**config.mk**
```make
export PLATFORM = sky130hd
export DESIGN_NAME = cgr_resolver
export DESIGN_NICKNAME = d
export VERILOG_FILES = /design/src/inc/cgr_pkg.sv /design/src/rtl/cgr_resolver.sv
export VERILOG_INCLUDE_DIRS = /design/src /design/src/inc
export SDC_FILE = /design/constraint.sdc
export NUM_CORES = 1
export LEC_CHECK = 0
export ABC_AREA = 0
export BUFFER_PORTS_ARGS = -buffer_cell sky130_fd_sc_hd__buf_2
export CORE_ASPECT_RATIO = 0.5
export CORE_MARGIN = 2
export CORE_UTILIZATION = 50
export DETAILED_ROUTE_END_ITERATION = 16
export PLACE_DENSITY = 0.72
export RECOVER_POWER = 50
export SLEW_MARGIN = 10
export SYNTH_ARGS = -nofsm -noshare
export SYNTH_HDL_FRONTEND = slang
export SYNTH_SLANG_ARGS = --single-unit
```
**constraint.sdc**
```tcl
create_clock -name i_ref_clk -period 6.6 [get_ports i_ref_clk]
set_input_delay 1.65 -clock i_ref_clk [delete_from_list [all_inputs] [get_ports i_ref_clk]]
set_output_delay 1.65 -clock i_ref_clk [all_outputs]
set_load 0.05 [all_outputs]
```
**src/inc/cgr_defines.svh**
```systemverilog
// Constants for the custom glyph address resolver.
// Assumes inclusion by bare name from the rtl files.
`ifndef CGR_DEFINES_SVH
`define CGR_DEFINES_SVH
`define CGR_CODE_MASK 16'h7FFF
`define CGR_FULL_BIT 15
`define CGR_SIZE_SMALL 2'h0
`define CGR_SIZE_MID 2'h1
`define CGR_SIZE_LARGE 2'h2
`define CGR_BYTES_8X16 8'h10
`define CGR_BYTES_12X24 8'h30
`define CGR_BYTES_16X32 8'h40
`define CGR_BYTES_16X16 8'h20
`define CGR_BYTES_24X24 8'h48
`define CGR_BYTES_32X32 8'h80
`define CGR_ROW_1 3'h1
`define CGR_ROW_2 3'h2
`define CGR_ROW_3 3'h3
`define CGR_ROW_4 3'h4
`define CGR_ODD_IGNORE 8'hF0
`define CGR_BITS_BYTE 4'h8
`define CGR_BITS_NIBBLE 4'h4
`endif

```
**src/inc/cgr_pkg.sv**
```systemverilog
// Types for the custom glyph address resolver.
// Assumes nothing beyond the defines header.
package cgr_pkg;
  typedef enum logic [1:0] {
    CGR_IDLE = 2'b00,
    CGR_HIGH = 2'b01,
    CGR_READ = 2'b10,
    CGR_WAIT = 2'b11
  } cgr_state_e;
  typedef struct packed {
    logic [23:0] fg;
    logic [23:0] bg;
  } cgr_colour_s;
  typedef struct packed {
    logic valid;
    logic [23:0] colour;
    logic last;
  } cgr_pixel_s;
endpackage

```
**src/rtl/cgr_resolver.sv**
```systemverilog
// Custom glyph resolver: takes a 16-bit glyph code in two host bytes,
// reads the bitmap from glyph RAM and streams coloured pixels out.
// Assumes a glyph RAM with one-cycle read latency and a pixel sink
// that accepts one pixel per clock.
// Operation
// RQ1 - Codes below 8000h half, above full width
// RQ2 - Three half and three full glyph sizes
// RQ3 - Host sends code upper byte first
// RQ4 - Complete code converted, bitmap copied to buffer
// RQ5 - Pixels painted in foreground and background colours
// RQ6 - Both widths share one glyph base
// RQ7 - 8*16: sixteen bytes, base plus code*16
// RQ8 - Successive codes occupy back-to-back blocks
// RQ9 - 16*16: thirty-two bytes, two per row
// RQ10 - 12*24: forty-eight bytes, base plus code*48
// RQ11 - 12*24: odd bytes low nibble ignored
// RQ12 - 24*24: seventy-two bytes, three per row
// RQ13 - 16*32: sixty-four bytes, two per row
// RQ14 - 32*32: 128 bytes, four per row
// RQ15 - Byte MSB is leftmost pixel
// RQ16 - Code masked to 15 bits always
`timescale 1ns/1ps
`include "cgr_defines.svh"

module cgr_resolver #(
  parameter int ADDR_W = 24
) (
  input wire logic i_ref_clk,                 // 40 MHz system clock
  input wire logic i_nrst,                    // Async reset, active low
  input wire logic i_code_we,                 // Host byte strobe
  input wire logic [7:0] i_code_byte,         // Host code byte
  input wire logic [1:0] i_glyph_size,        // Size select per width
  input wire logic [ADDR_W-1:0] i_glyph_base_address, // Glyph region base
  input wire cgr_pkg::cgr_colour_s i_colour,  // Foreground and background
  input wire logic [7:0] i_ram_data,          // Glyph RAM read data
  output logic o_ram_re,                      // Glyph RAM read strobe
  output logic [ADDR_W-1:0] o_ram_addr,       // Glyph RAM address
  output cgr_pkg::cgr_pixel_s o_pixel,        // Pixel to display buffer
  output logic o_busy                         // Glyph in progress
);

  cgr_pkg::cgr_state_e state, next_state;
  logic [7:0] code_high, next_code_high;
  logic [ADDR_W-1:0] addr, next_addr;
  logic [7:0] remain, next_remain;
  logic odd_ignore, next_odd_ignore;
  logic [7:0] shift, next_shift;
  logic [3:0] bits_left, next_bits_left;
  logic last_byte, next_last_byte;
  logic ram_re, next_ram_re;
  logic ram_valid, next_ram_valid;
  logic [ADDR_W-1:0] ram_addr, next_ram_addr;
  logic busy, next_busy;
  cgr_pkg::cgr_pixel_s pixel, next_pixel;
  logic [14:0] code_idx;
  logic [7:0] glyph_bytes;
  logic is_full;
  logic [ADDR_W-1:0] start_addr;

  // Width from code MSB, byte count from size and width
  always_comb
  begin
    code_idx = 15'({code_high, i_code_byte} & `CGR_CODE_MASK); // RQ16
    is_full = code_high[7]; // RQ1
    glyph_bytes = `CGR_BYTES_8X16; // RQ2
    case (i_glyph_size)
      `CGR_SIZE_SMALL: glyph_bytes = is_full ? `CGR_BYTES_16X16 : `CGR_BYTES_8X16; // RQ7 RQ9
      `CGR_SIZE_MID: glyph_bytes = is_full ? `CGR_BYTES_24X24 : `CGR_BYTES_12X24; // RQ10 RQ12
      `CGR_SIZE_LARGE: glyph_bytes = is_full ? `CGR_BYTES_32X32 : `CGR_BYTES_16X32; // RQ13 RQ14
      default: glyph_bytes = `CGR_BYTES_8X16;
    endcase
    // Same base for both widths; blocks laid back to back
    start_addr = ADDR_W'(i_glyph_base_address +
      ADDR_W'(code_idx) * ADDR_W'(glyph_bytes)); // RQ6 RQ8
  end

  // Control path
  always_comb
  begin
    next_state = state;
    next_code_high = code_high;
    next_addr = addr;
    next_remain = remain;
    next_odd_ignore = odd_ignore;
    next_ram_re = 1'b0;
    next_ram_addr = ram_addr;
    case (state)
      cgr_pkg::CGR_IDLE:
      begin
        if (i_code_we)
        begin
          next_code_high = i_code_byte; // RQ3
          next_state = cgr_pkg::CGR_HIGH;
        end
      end
      cgr_pkg::CGR_HIGH:
      begin
        if (i_code_we)
        begin
          next_addr = start_addr; // RQ4
          next_remain = glyph_bytes;
          next_odd_ignore = !is_full && (i_glyph_size == `CGR_SIZE_MID);
          next_state = cgr_pkg::CGR_READ;
        end
      end
      cgr_pkg::CGR_READ:
      begin
        // Issue a read only once the previous byte is nearly drained
        // and no fetch is still in flight through the one-cycle RAM
        if (bits_left <= 4'h1 && !ram_re && !ram_valid)
        begin
          next_ram_re = 1'b1;
          next_ram_addr = addr;
          next_addr = addr + ADDR_W'(1);
          next_remain = remain - 8'h01;
          if (remain == 8'h01)
            next_state = cgr_pkg::CGR_WAIT;
        end
      end
      cgr_pkg::CGR_WAIT:
      begin
        if (!ram_re && !ram_valid && bits_left == 4'h0 && !last_byte)
          next_state = cgr_pkg::CGR_IDLE;
      end
      default: next_state = cgr_pkg::CGR_IDLE;
    endcase
    // Registered so the busy output comes straight from a flop
    next_busy = (next_state == cgr_pkg::CGR_READ) || (next_state == cgr_pkg::CGR_WAIT);
  end

  // Pixel path: one bit per clock, MSB first
  always_comb
  begin
    next_shift = shift;
    next_bits_left = bits_left;
    next_last_byte = last_byte;
    next_pixel = '0;
    next_ram_valid = ram_re;
    if (ram_valid)
    begin
      next_shift = i_ram_data;
      // Odd byte of 12-dot rows carries only four pixels; byte count is
      // even, so remain is even exactly on odd bytes, whatever the base
      next_bits_left = (odd_ignore && remain[0] == 1'b0) ?
        `CGR_BITS_NIBBLE : `CGR_BITS_BYTE; // RQ11
      next_last_byte = (state == cgr_pkg::CGR_WAIT);
    end
    if (bits_left != 4'h0)
    begin
      next_pixel.valid = 1'b1;
      next_pixel.colour = shift[7] ? i_colour.fg : i_colour.bg; // RQ5 RQ15
      next_pixel.last = last_byte && bits_left == 4'h1;
      if (!ram_valid)
      begin
        next_shift = {shift[6:0], 1'b0};
        next_bits_left = bits_left - 4'h1;
        if (bits_left == 4'h1)
          next_last_byte = 1'b0;
      end
    end
  end

  always_ff @(posedge i_ref_clk or negedge i_nrst)
  begin
    if (!i_nrst)
    begin
      state <= cgr_pkg::CGR_IDLE;
      code_high <= 8'h00;
      addr <= '0;
      remain <= 8'h00;
      odd_ignore <= 1'b0;
      shift <= 8'h00;
      bits_left <= 4'h0;
      last_byte <= 1'b0;
      ram_re <= 1'b0;
      ram_valid <= 1'b0;
      ram_addr <= '0;
      busy <= 1'b0;
      pixel <= '0;
    end
    else
    begin
      state <= next_state;
      code_high <= next_code_high;
      addr <= next_addr;
      remain <= next_remain;
      odd_ignore <= next_odd_ignore;
      shift <= next_shift;
      bits_left <= next_bits_left;
      last_byte <= next_last_byte;
      ram_re <= next_ram_re;
      ram_valid <= next_ram_valid;
      ram_addr <= next_ram_addr;
      busy <= next_busy;
      pixel <= next_pixel;
    end
  end

  assign o_ram_re = ram_re;
  assign o_ram_addr = ram_addr;
  assign o_pixel = pixel;
  assign o_busy = busy;

  property p_start_addr;
    @(posedge i_ref_clk) disable iff (!i_nrst)
    (state == cgr_pkg::CGR_HIGH && i_code_we) |=>
      addr == $past(start_addr);
  endproperty
  a_start_addr: assert property (p_start_addr) else $error("bad glyph start"); // RQ4

  property p_mask;
    @(posedge i_ref_clk) disable iff (!i_nrst)
    (state == cgr_pkg::CGR_HIGH && i_code_we && i_glyph_size == `CGR_SIZE_SMALL && !is_full)
      |=> addr == $past(i_glyph_base_address) +
        ADDR_W'($past(code_idx)) * ADDR_W'(`CGR_BYTES_8X16);
  endproperty
  a_mask: assert property (p_mask) else $error("8x16 address wrong"); // RQ7

  property p_high_first;
    @(posedge i_ref_clk) disable iff (!i_nrst)
    (state == cgr_pkg::CGR_IDLE && i_code_we) |=> code_high == $past(i_code_byte);
  endproperty
  a_high_first: assert property (p_high_first) else $error("upper byte lost"); // RQ3

  property p_colour;
    @(posedge i_ref_clk) disable iff (!i_nrst)
    (bits_left != 4'h0) |=> o_pixel.valid &&
      o_pixel.colour == ($past(shift[7]) ? $past(i_colour.fg) : $past(i_colour.bg));
  endproperty
  a_colour: assert property (p_colour) else $error("pixel colour wrong"); // RQ5

  property p_byte_step;
    @(posedge i_ref_clk) disable iff (!i_nrst)
    ram_re ##1 ram_re |-> 1'b0;
  endproperty
  a_byte_step: assert property (p_byte_step) else $error("reads back to back"); // RQ4

  property p_nibble;
    @(posedge i_ref_clk) disable iff (!i_nrst)
    (ram_valid && odd_ignore && remain[0] == 1'b0) |=> bits_left == `CGR_BITS_NIBBLE;
  endproperty
  a_nibble: assert property (p_nibble) else $error("odd byte nibble used"); // RQ11

  property p_count;
    @(posedge i_ref_clk) disable iff (!i_nrst)
    (state == cgr_pkg::CGR_HIGH && i_code_we && is_full && i_glyph_size == `CGR_SIZE_LARGE)
      |=> remain == `CGR_BYTES_32X32;
  endproperty
  a_count: assert property (p_count) else $error("32x32 count wrong"); // RQ14

  property p_count24;
    @(posedge i_ref_clk) disable iff (!i_nrst)
    (state == cgr_pkg::CGR_HIGH && i_code_we && is_full && i_glyph_size == `CGR_SIZE_MID)
      |=> remain == `CGR_BYTES_24X24;
  endproperty
  a_count24: assert property (p_count24) else $error("24x24 count wrong"); // RQ12

  property p_count16;
    @(posedge i_ref_clk) disable iff (!i_nrst)
    (state == cgr_pkg::CGR_HIGH && i_code_we && is_full && i_glyph_size == `CGR_SIZE_SMALL)
      |=> remain == `CGR_BYTES_16X16;
  endproperty
  a_count16: assert property (p_count16) else $error("16x16 count wrong"); // RQ9

  property p_count48;
    @(posedge i_ref_clk) disable iff (!i_nrst)
    (state == cgr_pkg::CGR_HIGH && i_code_we && !is_full && i_glyph_size == `CGR_SIZE_MID)
      |=> remain == `CGR_BYTES_12X24;
  endproperty
  a_count48: assert property (p_count48) else $error("12x24 count wrong"); // RQ10

  property p_count64;
    @(posedge i_ref_clk) disable iff (!i_nrst)
    (state == cgr_pkg::CGR_HIGH && i_code_we && !is_full && i_glyph_size == `CGR_SIZE_LARGE)
      |=> remain == `CGR_BYTES_16X32;
  endproperty
  a_count64: assert property (p_count64) else $error("16x32 count wrong"); // RQ13

  property p_addr_step;
    @(posedge i_ref_clk) disable iff (!i_nrst)
    ram_re |-> addr == ram_addr + ADDR_W'(1);
  endproperty
  a_addr_step: assert property (p_addr_step) else $error("read address skipped"); // RQ8

  property p_read_gap;
    @(posedge i_ref_clk) disable iff (!i_nrst)
    ram_re |=> !ram_re ##1 !ram_re;
  endproperty
  a_read_gap: assert property (p_read_gap) else $error("read during fetch"); // RQ4

  property p_busy;
    @(posedge i_ref_clk) disable iff (!i_nrst)
    o_busy == ((state == cgr_pkg::CGR_READ) || (state == cgr_pkg::CGR_WAIT));
  endproperty
  a_busy: assert property (p_busy) else $error("busy out of step"); // RQ4

  property p_last_end;
    @(posedge i_ref_clk) disable iff (!i_nrst)
    o_pixel.last |=> !o_pixel.valid;
  endproperty
  a_last_end: assert property (p_last_end) else $error("pixel after last"); // RQ4

  property p_full_base;
    @(posedge i_ref_clk) disable iff (!i_nrst)
    (state == cgr_pkg::CGR_HIGH && i_code_we && is_full && code_idx == 15'h0000)
      |=> addr == $past(i_glyph_base_address);
  endproperty
  a_full_base: assert property (p_full_base) else $error("full base wrong"); // RQ6

  c_full: cover property (@(posedge i_ref_clk) disable iff (!i_nrst)
    state == cgr_pkg::CGR_HIGH && i_code_we && is_full);
  c_half_mid: cover property (@(posedge i_ref_clk) disable iff (!i_nrst)
    state == cgr_pkg::CGR_HIGH && i_code_we && !is_full && i_glyph_size == `CGR_SIZE_MID);
  c_last: cover property (@(posedge i_ref_clk) disable iff (!i_nrst) o_pixel.last);
  c_half_large: cover property (@(posedge i_ref_clk) disable iff (!i_nrst)
    state == cgr_pkg::CGR_HIGH && i_code_we && !is_full && i_glyph_size == `CGR_SIZE_LARGE);
  c_refused: cover property (@(posedge i_ref_clk) disable iff (!i_nrst)
    o_busy && i_code_we);

endmodule

```
# After elaboration in Yosys (flattened, before gate mapping)
# Cells that the tools add are included.
# totals
out_inout_bits,52
ff_bits,109
inputBits,93
elab_cells,86
# classes
n_lt_le_gt_ge,1
n_reduce_logical,22
n_addsub,4
multipliers,1
bitwise_logic,1
muxes,31
n_eq_ne,11
# op_table
cell,n
24-bit 2-to-1 mux,3
8-bit 2-to-1 mux,6
24-bit case mux with 2 select lines,1
26-bit 2-to-1 mux,1
24-bit by 1-bit adder with 24-bit output (second input constant),1
24-bit by 23-bit adder with 24-bit output,1
8-bit case mux with 3 select lines,1
15-bit by 8-bit multiplier with 23-bit output,1
4-bit 2-to-1 mux,4
8-bit case mux with 2 select lines,1
2-bit equality test (second input constant),5
2-bit 2-to-1 mux,5
8-bit by 1-bit equality test with 1-bit output (second input constant),1
1-bit logical AND,8
2-bit case mux with 4 select lines,1
8-bit by 1-bit subtractor with 8-bit output (second input constant),1
7-bit 2-to-1 mux,1
1-bit 2-to-1 mux,6
6-bit 2-to-1 mux,1
2-bit AND reduction,3
2-bit by 1-bit equality test with 1-bit output (second input constant),2
4-bit by 1-bit equality test with 1-bit output (second input constant),1
4-bit by 1-bit less-or-equal comparator with 1-bit output (second input constant),1
1-bit zero test,4
9 further kinds,11

# Logic depth before layout (Yosys ltp)
# logic_depth
depth_word,8
depth_mapped,20
mapped_depth_nobuf,19

# Least setup slack after synthesis
# Ideal clock, no wire load.
# synth_timing
kind,in2reg
startpoint,input i_glyph_size[1]
endpoint,register addr[20]
arrival_ns,6.199
path_stages,19
slack_ns,0.262
required_ns,6.461
path_buffers,1
setup_ns,0.139
cell_sequence,and2b_1 > and2_1 > or2_1 > clkbuf_1 > and2_1 > fa_1 > fa_1 > inv_1 > fa_1 > fa_1 > inv_1 > ha_1 > a21o_1 > a21oi_1 > o211ai_1 > a31o_1 > a41oi_1 > xor2_1 > o221ai_1
# synth_via
elab_chain_len,6
word_cells_on_any_way,8
classes_between,add/sub (1); mul (1); eq/ne (2); mux (3); reduce/logical (1)
# synth_rtl
element,line,source
"start, declared",cgr_resolver.sv:32,"input wire logic [1:0] i_glyph_size,"
2-bit equality test (tied with other cells),cgr_resolver.sv:66,case (i_glyph_size)
8-bit case mux with 3 select lines (*),cgr_resolver.sv:66,
15-bit by 8-bit multiplier with 23-bit output (*),cgr_resolver.sv:74,ADDR_W'(code_idx) * ADDR_W'(glyph_bytes));
24-bit by 23-bit adder with 24-bit output (*),cgr_resolver.sv:73,start_addr = ADDR_W'(i_glyph_base_address +
24-bit 2-to-1 mux (*),cgr_resolver.sv:98,if (i_code_we)
24-bit case mux with 2 select lines (*),cgr_resolver.sv:87,case (state)
"end signal, assigned",cgr_resolver.sv:185,addr <= next_addr;
"end, declared",cgr_resolver.sv:44,"logic [ADDR_W-1:0] addr, next_addr;"
# Every way passes the cells marked *; elsewhere a longest branch is shown, timed or not. The select of a mux whose other input is x is not followed.
# A chain may end at the register's enable or synchronous reset.

# Worst setup path after layout
# layout_timing
startpoint,input i_glyph_size[1]
endpoint,register addr[23]
# The elaborated chain is that of the path after synthesis.

==> results by group <==
Timing
  – Final period util: 0.9465
  – PnR worst setup slack: 0.3532 ns
  – Rel. slew slack: -1.087
  – Worst slew pin tran: 3.131 ns
  – RSZ-0062 raised after global routing: no
  – Max Freq: 0.1601 GHz
  – Fin crit period: 6.247 ns
  – Final Max Tran Viols: 122
  – Setup-failing EPs final: 0
  – Fin. Hold Viols: 0
  – Setup Skew: 0.007141 ns
  – Min Hold Slack: 0.4046 ns

Worst setup path
  – CP cell instances: buf_2 > and2b_1 > and2_1 > or2_2 > and2_1 > fa_1 > fa_1 > inv_1 > fa_1 > fa_1 > inv_1 > ha_1 > a21oi_1 > o22ai_1 > o21ai_1 > a21oi_2 > a41oi_1 > xnor2_1 > o221ai_1
  – Critical Path RT: 6.80 ns
  – Worst Reg-to-Reg Cells: 9
  – Critical path's slowest cell: fa_1
  – Worst setup EP type: flip-flop
  – Worst EP arrival: 6.45 ns
  – R2R Setup Slk: 0.80 ns
  – Delay of the slowest critical-path stage: 0.55 ns
  – Critical Path Start Type: input pin
  – Worst reg2reg path startpoint: bits_left[0]$_DFF_PN0_
  – CP max FO: 13
  – Crit Path Category: in2reg
  – Worst path most repeated cell: fa_1
  – Critical path origin: i_glyph_size[1]

Clock network
  – CTS Buf Count: 9
  – Post-CTS setup repair buffer count: 0
  – Hold-fix buffers at CTS: 0
  – Maximum root-to-sink buffer count: 2
  – Worst-path clk slew: 0.08 ns
  – Clk sinks: 109
  – Root buf cell: clkbuf_16
  – Clock latency on the worst-skew pair: 0.35 ns
  – TritonCTS clock tree: yes
  – H-Tree Depth: 3

Final layout
  – N_diodes: 0
  – Layout Cells excl Fill: 1308
  – Multi-input combinational cell area: 5066 um2
  – Most frequent cells in the layout: nand2_1 (133), inv_1 (119), dfrtp_1 (109), buf_2 (102), ha_1 (67)
  – Commonest non-fill, non-tap cell in the layout: nand2_1
  – FF/Latch Area: 2728 um2
  – Layout area overhead: 15.55%
  – Layout Nets: 1292
  – Fill count: 1503
  – Layout cells sized above 1: 0.1563

Route
  – Drt total wl: 20420 um
  – Initial DRC Count: 409
  – TritonRoute pass-1 iters: 5
  – Drt wl/cell: 15.61 um
  – Via density: 5.284
  – Final antenna-violating net count: 0
  – Post-route DRC: 0
  – Via count: 6911

Floorplan
  – Initial cell density of the core: 0.5125
  – Die X: 187.5 um
  – Chip height: 95.77 um
  – Die area: 17960 um2
  – Boundary Pins: 145
  – Row cnt: 33
  – CORE AREA: 16430 um2

Logic synthesis
  – Number of synthesized flops with an enable pin: 0
  – Synth Net Count: 1147
  – Synth Cell Area: 8422 um2
  – Post-synthesis average cell area: 9.046 um2
  – Synth cell types: 61
  – FF+latch count, synth: 109
  – Ys flop type: dfrtp_1
  – Number of synthesis warnings: 0
  – Async set-reset flop share out of synthesis: 1.000
  – Post-Synthesis Cells: 931
  – Sequential area share after synthesis: 0.3239

Placed design
  – DP Wirelength: 15630 um
  – GP Congestion: 0.8676
  – I/O Buffers: 144
  – Pre-CTS WS: -0.09489 ns
  – Placed Cells: 1292

Outcome
  – Failing checks: max-capacitance violations, max-slew violations
  – Status: finished, violations left

Global route
  – Vias in the first global route: 6996
  – GR Overflow Total: 0
  – GRT Overall Usage: 0.2365
  – Largest net degree at the start of global routing: 56
  – First-pass GRT wire length: 33950 um
  – Initial antenna violation count: 0

Worst hold path
  – HP Start: o_ram_re$_DFF_PN0_
  – Hold path cells: 0
  – Worst hold path class: reg2reg

Run
  – Max_cap viols: 3
[cells by family (layout without fill, tap and decap cells)]
family	count (synthesis)	after routing	share of synthesized area
and+or+nand+nor	328	328	0.1897
buffers and inverters	157	307	0.07250
AOI/OAI and AO/OA	153	153	0.1105
adders and majority gates	123	123	0.2327
DFF	109	109	0.3239
muxes	40	40	0.04888
xor gates and xnor gates	21	21	0.02184
[area by class of cell]
class,instances,area share
inverters,119,0.04590
clock inverters,6,0.007971
flip-flops and latches,109,0.2803
well taps,227,0.02918
multi-input cells,665,0.5206
repair buffers,172,0.09154
clock buffers,10,0.02456
[per-stage QoR]
step / utilization / TNS [ns] / instance area, um2
final: 0.5922 / 0 / 9732
after global routing: 0.5922 / 0 / 9732
after CTS: 0.5966 / 0 / 9804
after detailed placement: 0.5774 / -0.2724 / 9488
after global placement: 0.5774 / 0 / 9488
after floorplan: - / 0 / 8422
[worst max-delay path, delay by kind of cell]
kind                     cells  cell delay, ns
XOR/XNOR                     1            0.15
adder cells (fa/ha/maj)      5            2.39
buffers and inverters        3            0.18
AO/OA/AOI/OAI                6            1.08
AND/OR/NAND/NOR              4            0.99
[sequential cells by signal (all words and copies together) (netlist names), 2 cells and up]
name and flops:
shift 8, remain 8, bits_left 4, o_pixel 26
o_ram_addr 24, addr 24, code_high 8, state 2
[worst paths after layout]
kind                                             to
max in group asynchronous        shift[3]$_DFF_PN0_
max reg2reg                    addr[19]$_DFFE_PN0P_
max                            addr[23]$_DFFE_PN0P_
min reg2reg                     ram_valid$_DFF_PN0_
min                             ram_valid$_DFF_PN0_
min in group asynchronous  code_high[7]$_DFFE_PN0P_
[synthesized netlist by cell type, drive strengths merged, types with 3 or more instances]
| cell | count | area (um2) |
|---|---|---|
| nand3 | 18 | 90.09 |
| mux2 | 9 | 101.4 |
| o22ai | 7 | 43.79 |
| xor2 | 7 | 61.31 |
| nor2b | 6 | 37.54 |
| o21a | 4 | 30.03 |
| o21ai | 52 | 260.3 |
| clkbuf | 22 | 82.58 |
| dfrtp | 109 | 2728 |
| a31oi | 6 | 37.54 |
| nor3b | 4 | 30.03 |
| buf | 16 | 81.32 |
| and3 | 21 | 136.4 |
| a21oi | 51 | 262.8 |
| nand4 | 13 | 100.1 |
| nand2 | 133 | 499.2 |
| inv | 119 | 446.7 |
| nor3 | 9 | 50.05 |
| mux2i | 31 | 310.3 |
| o221ai | 4 | 35.03 |
| nor2 | 56 | 217.7 |
| ha | 67 | 838.3 |
| and2 | 55 | 344.1 |
| xnor2 | 14 | 122.6 |
| o211ai | 6 | 45.04 |
| a21o | 3 | 22.52 |
| fa | 56 | 1121 |
| nor4 | 3 | 18.77 |
[what timing repair did]
| item | 4_1_cts | 5_1_grt |
|---|---|---|
| resized for setup | 0 | 1 |
| setup endpoints to repair | 0 | 1 |
| hold endpoints to repair | 0 | 0 |
[routing by layer]
| layer | up-vias | global-route usage | wire length [um] |
|---|---|---|---|
| met3 | 17 | 0.04010 | 1063 |
| li1 | 3362 | - | - |
| met5 | - | 0 | 0 |
| met2 | 194 | 0.4219 | 9753 |
| met1 | 3338 | 0.3073 | 9412 |
| met4 | 0 | 0.05512 | 187 |
Power is not shown: default switching activity piles up to over one toggle a cycle in this logic, so the estimate is an artifact.
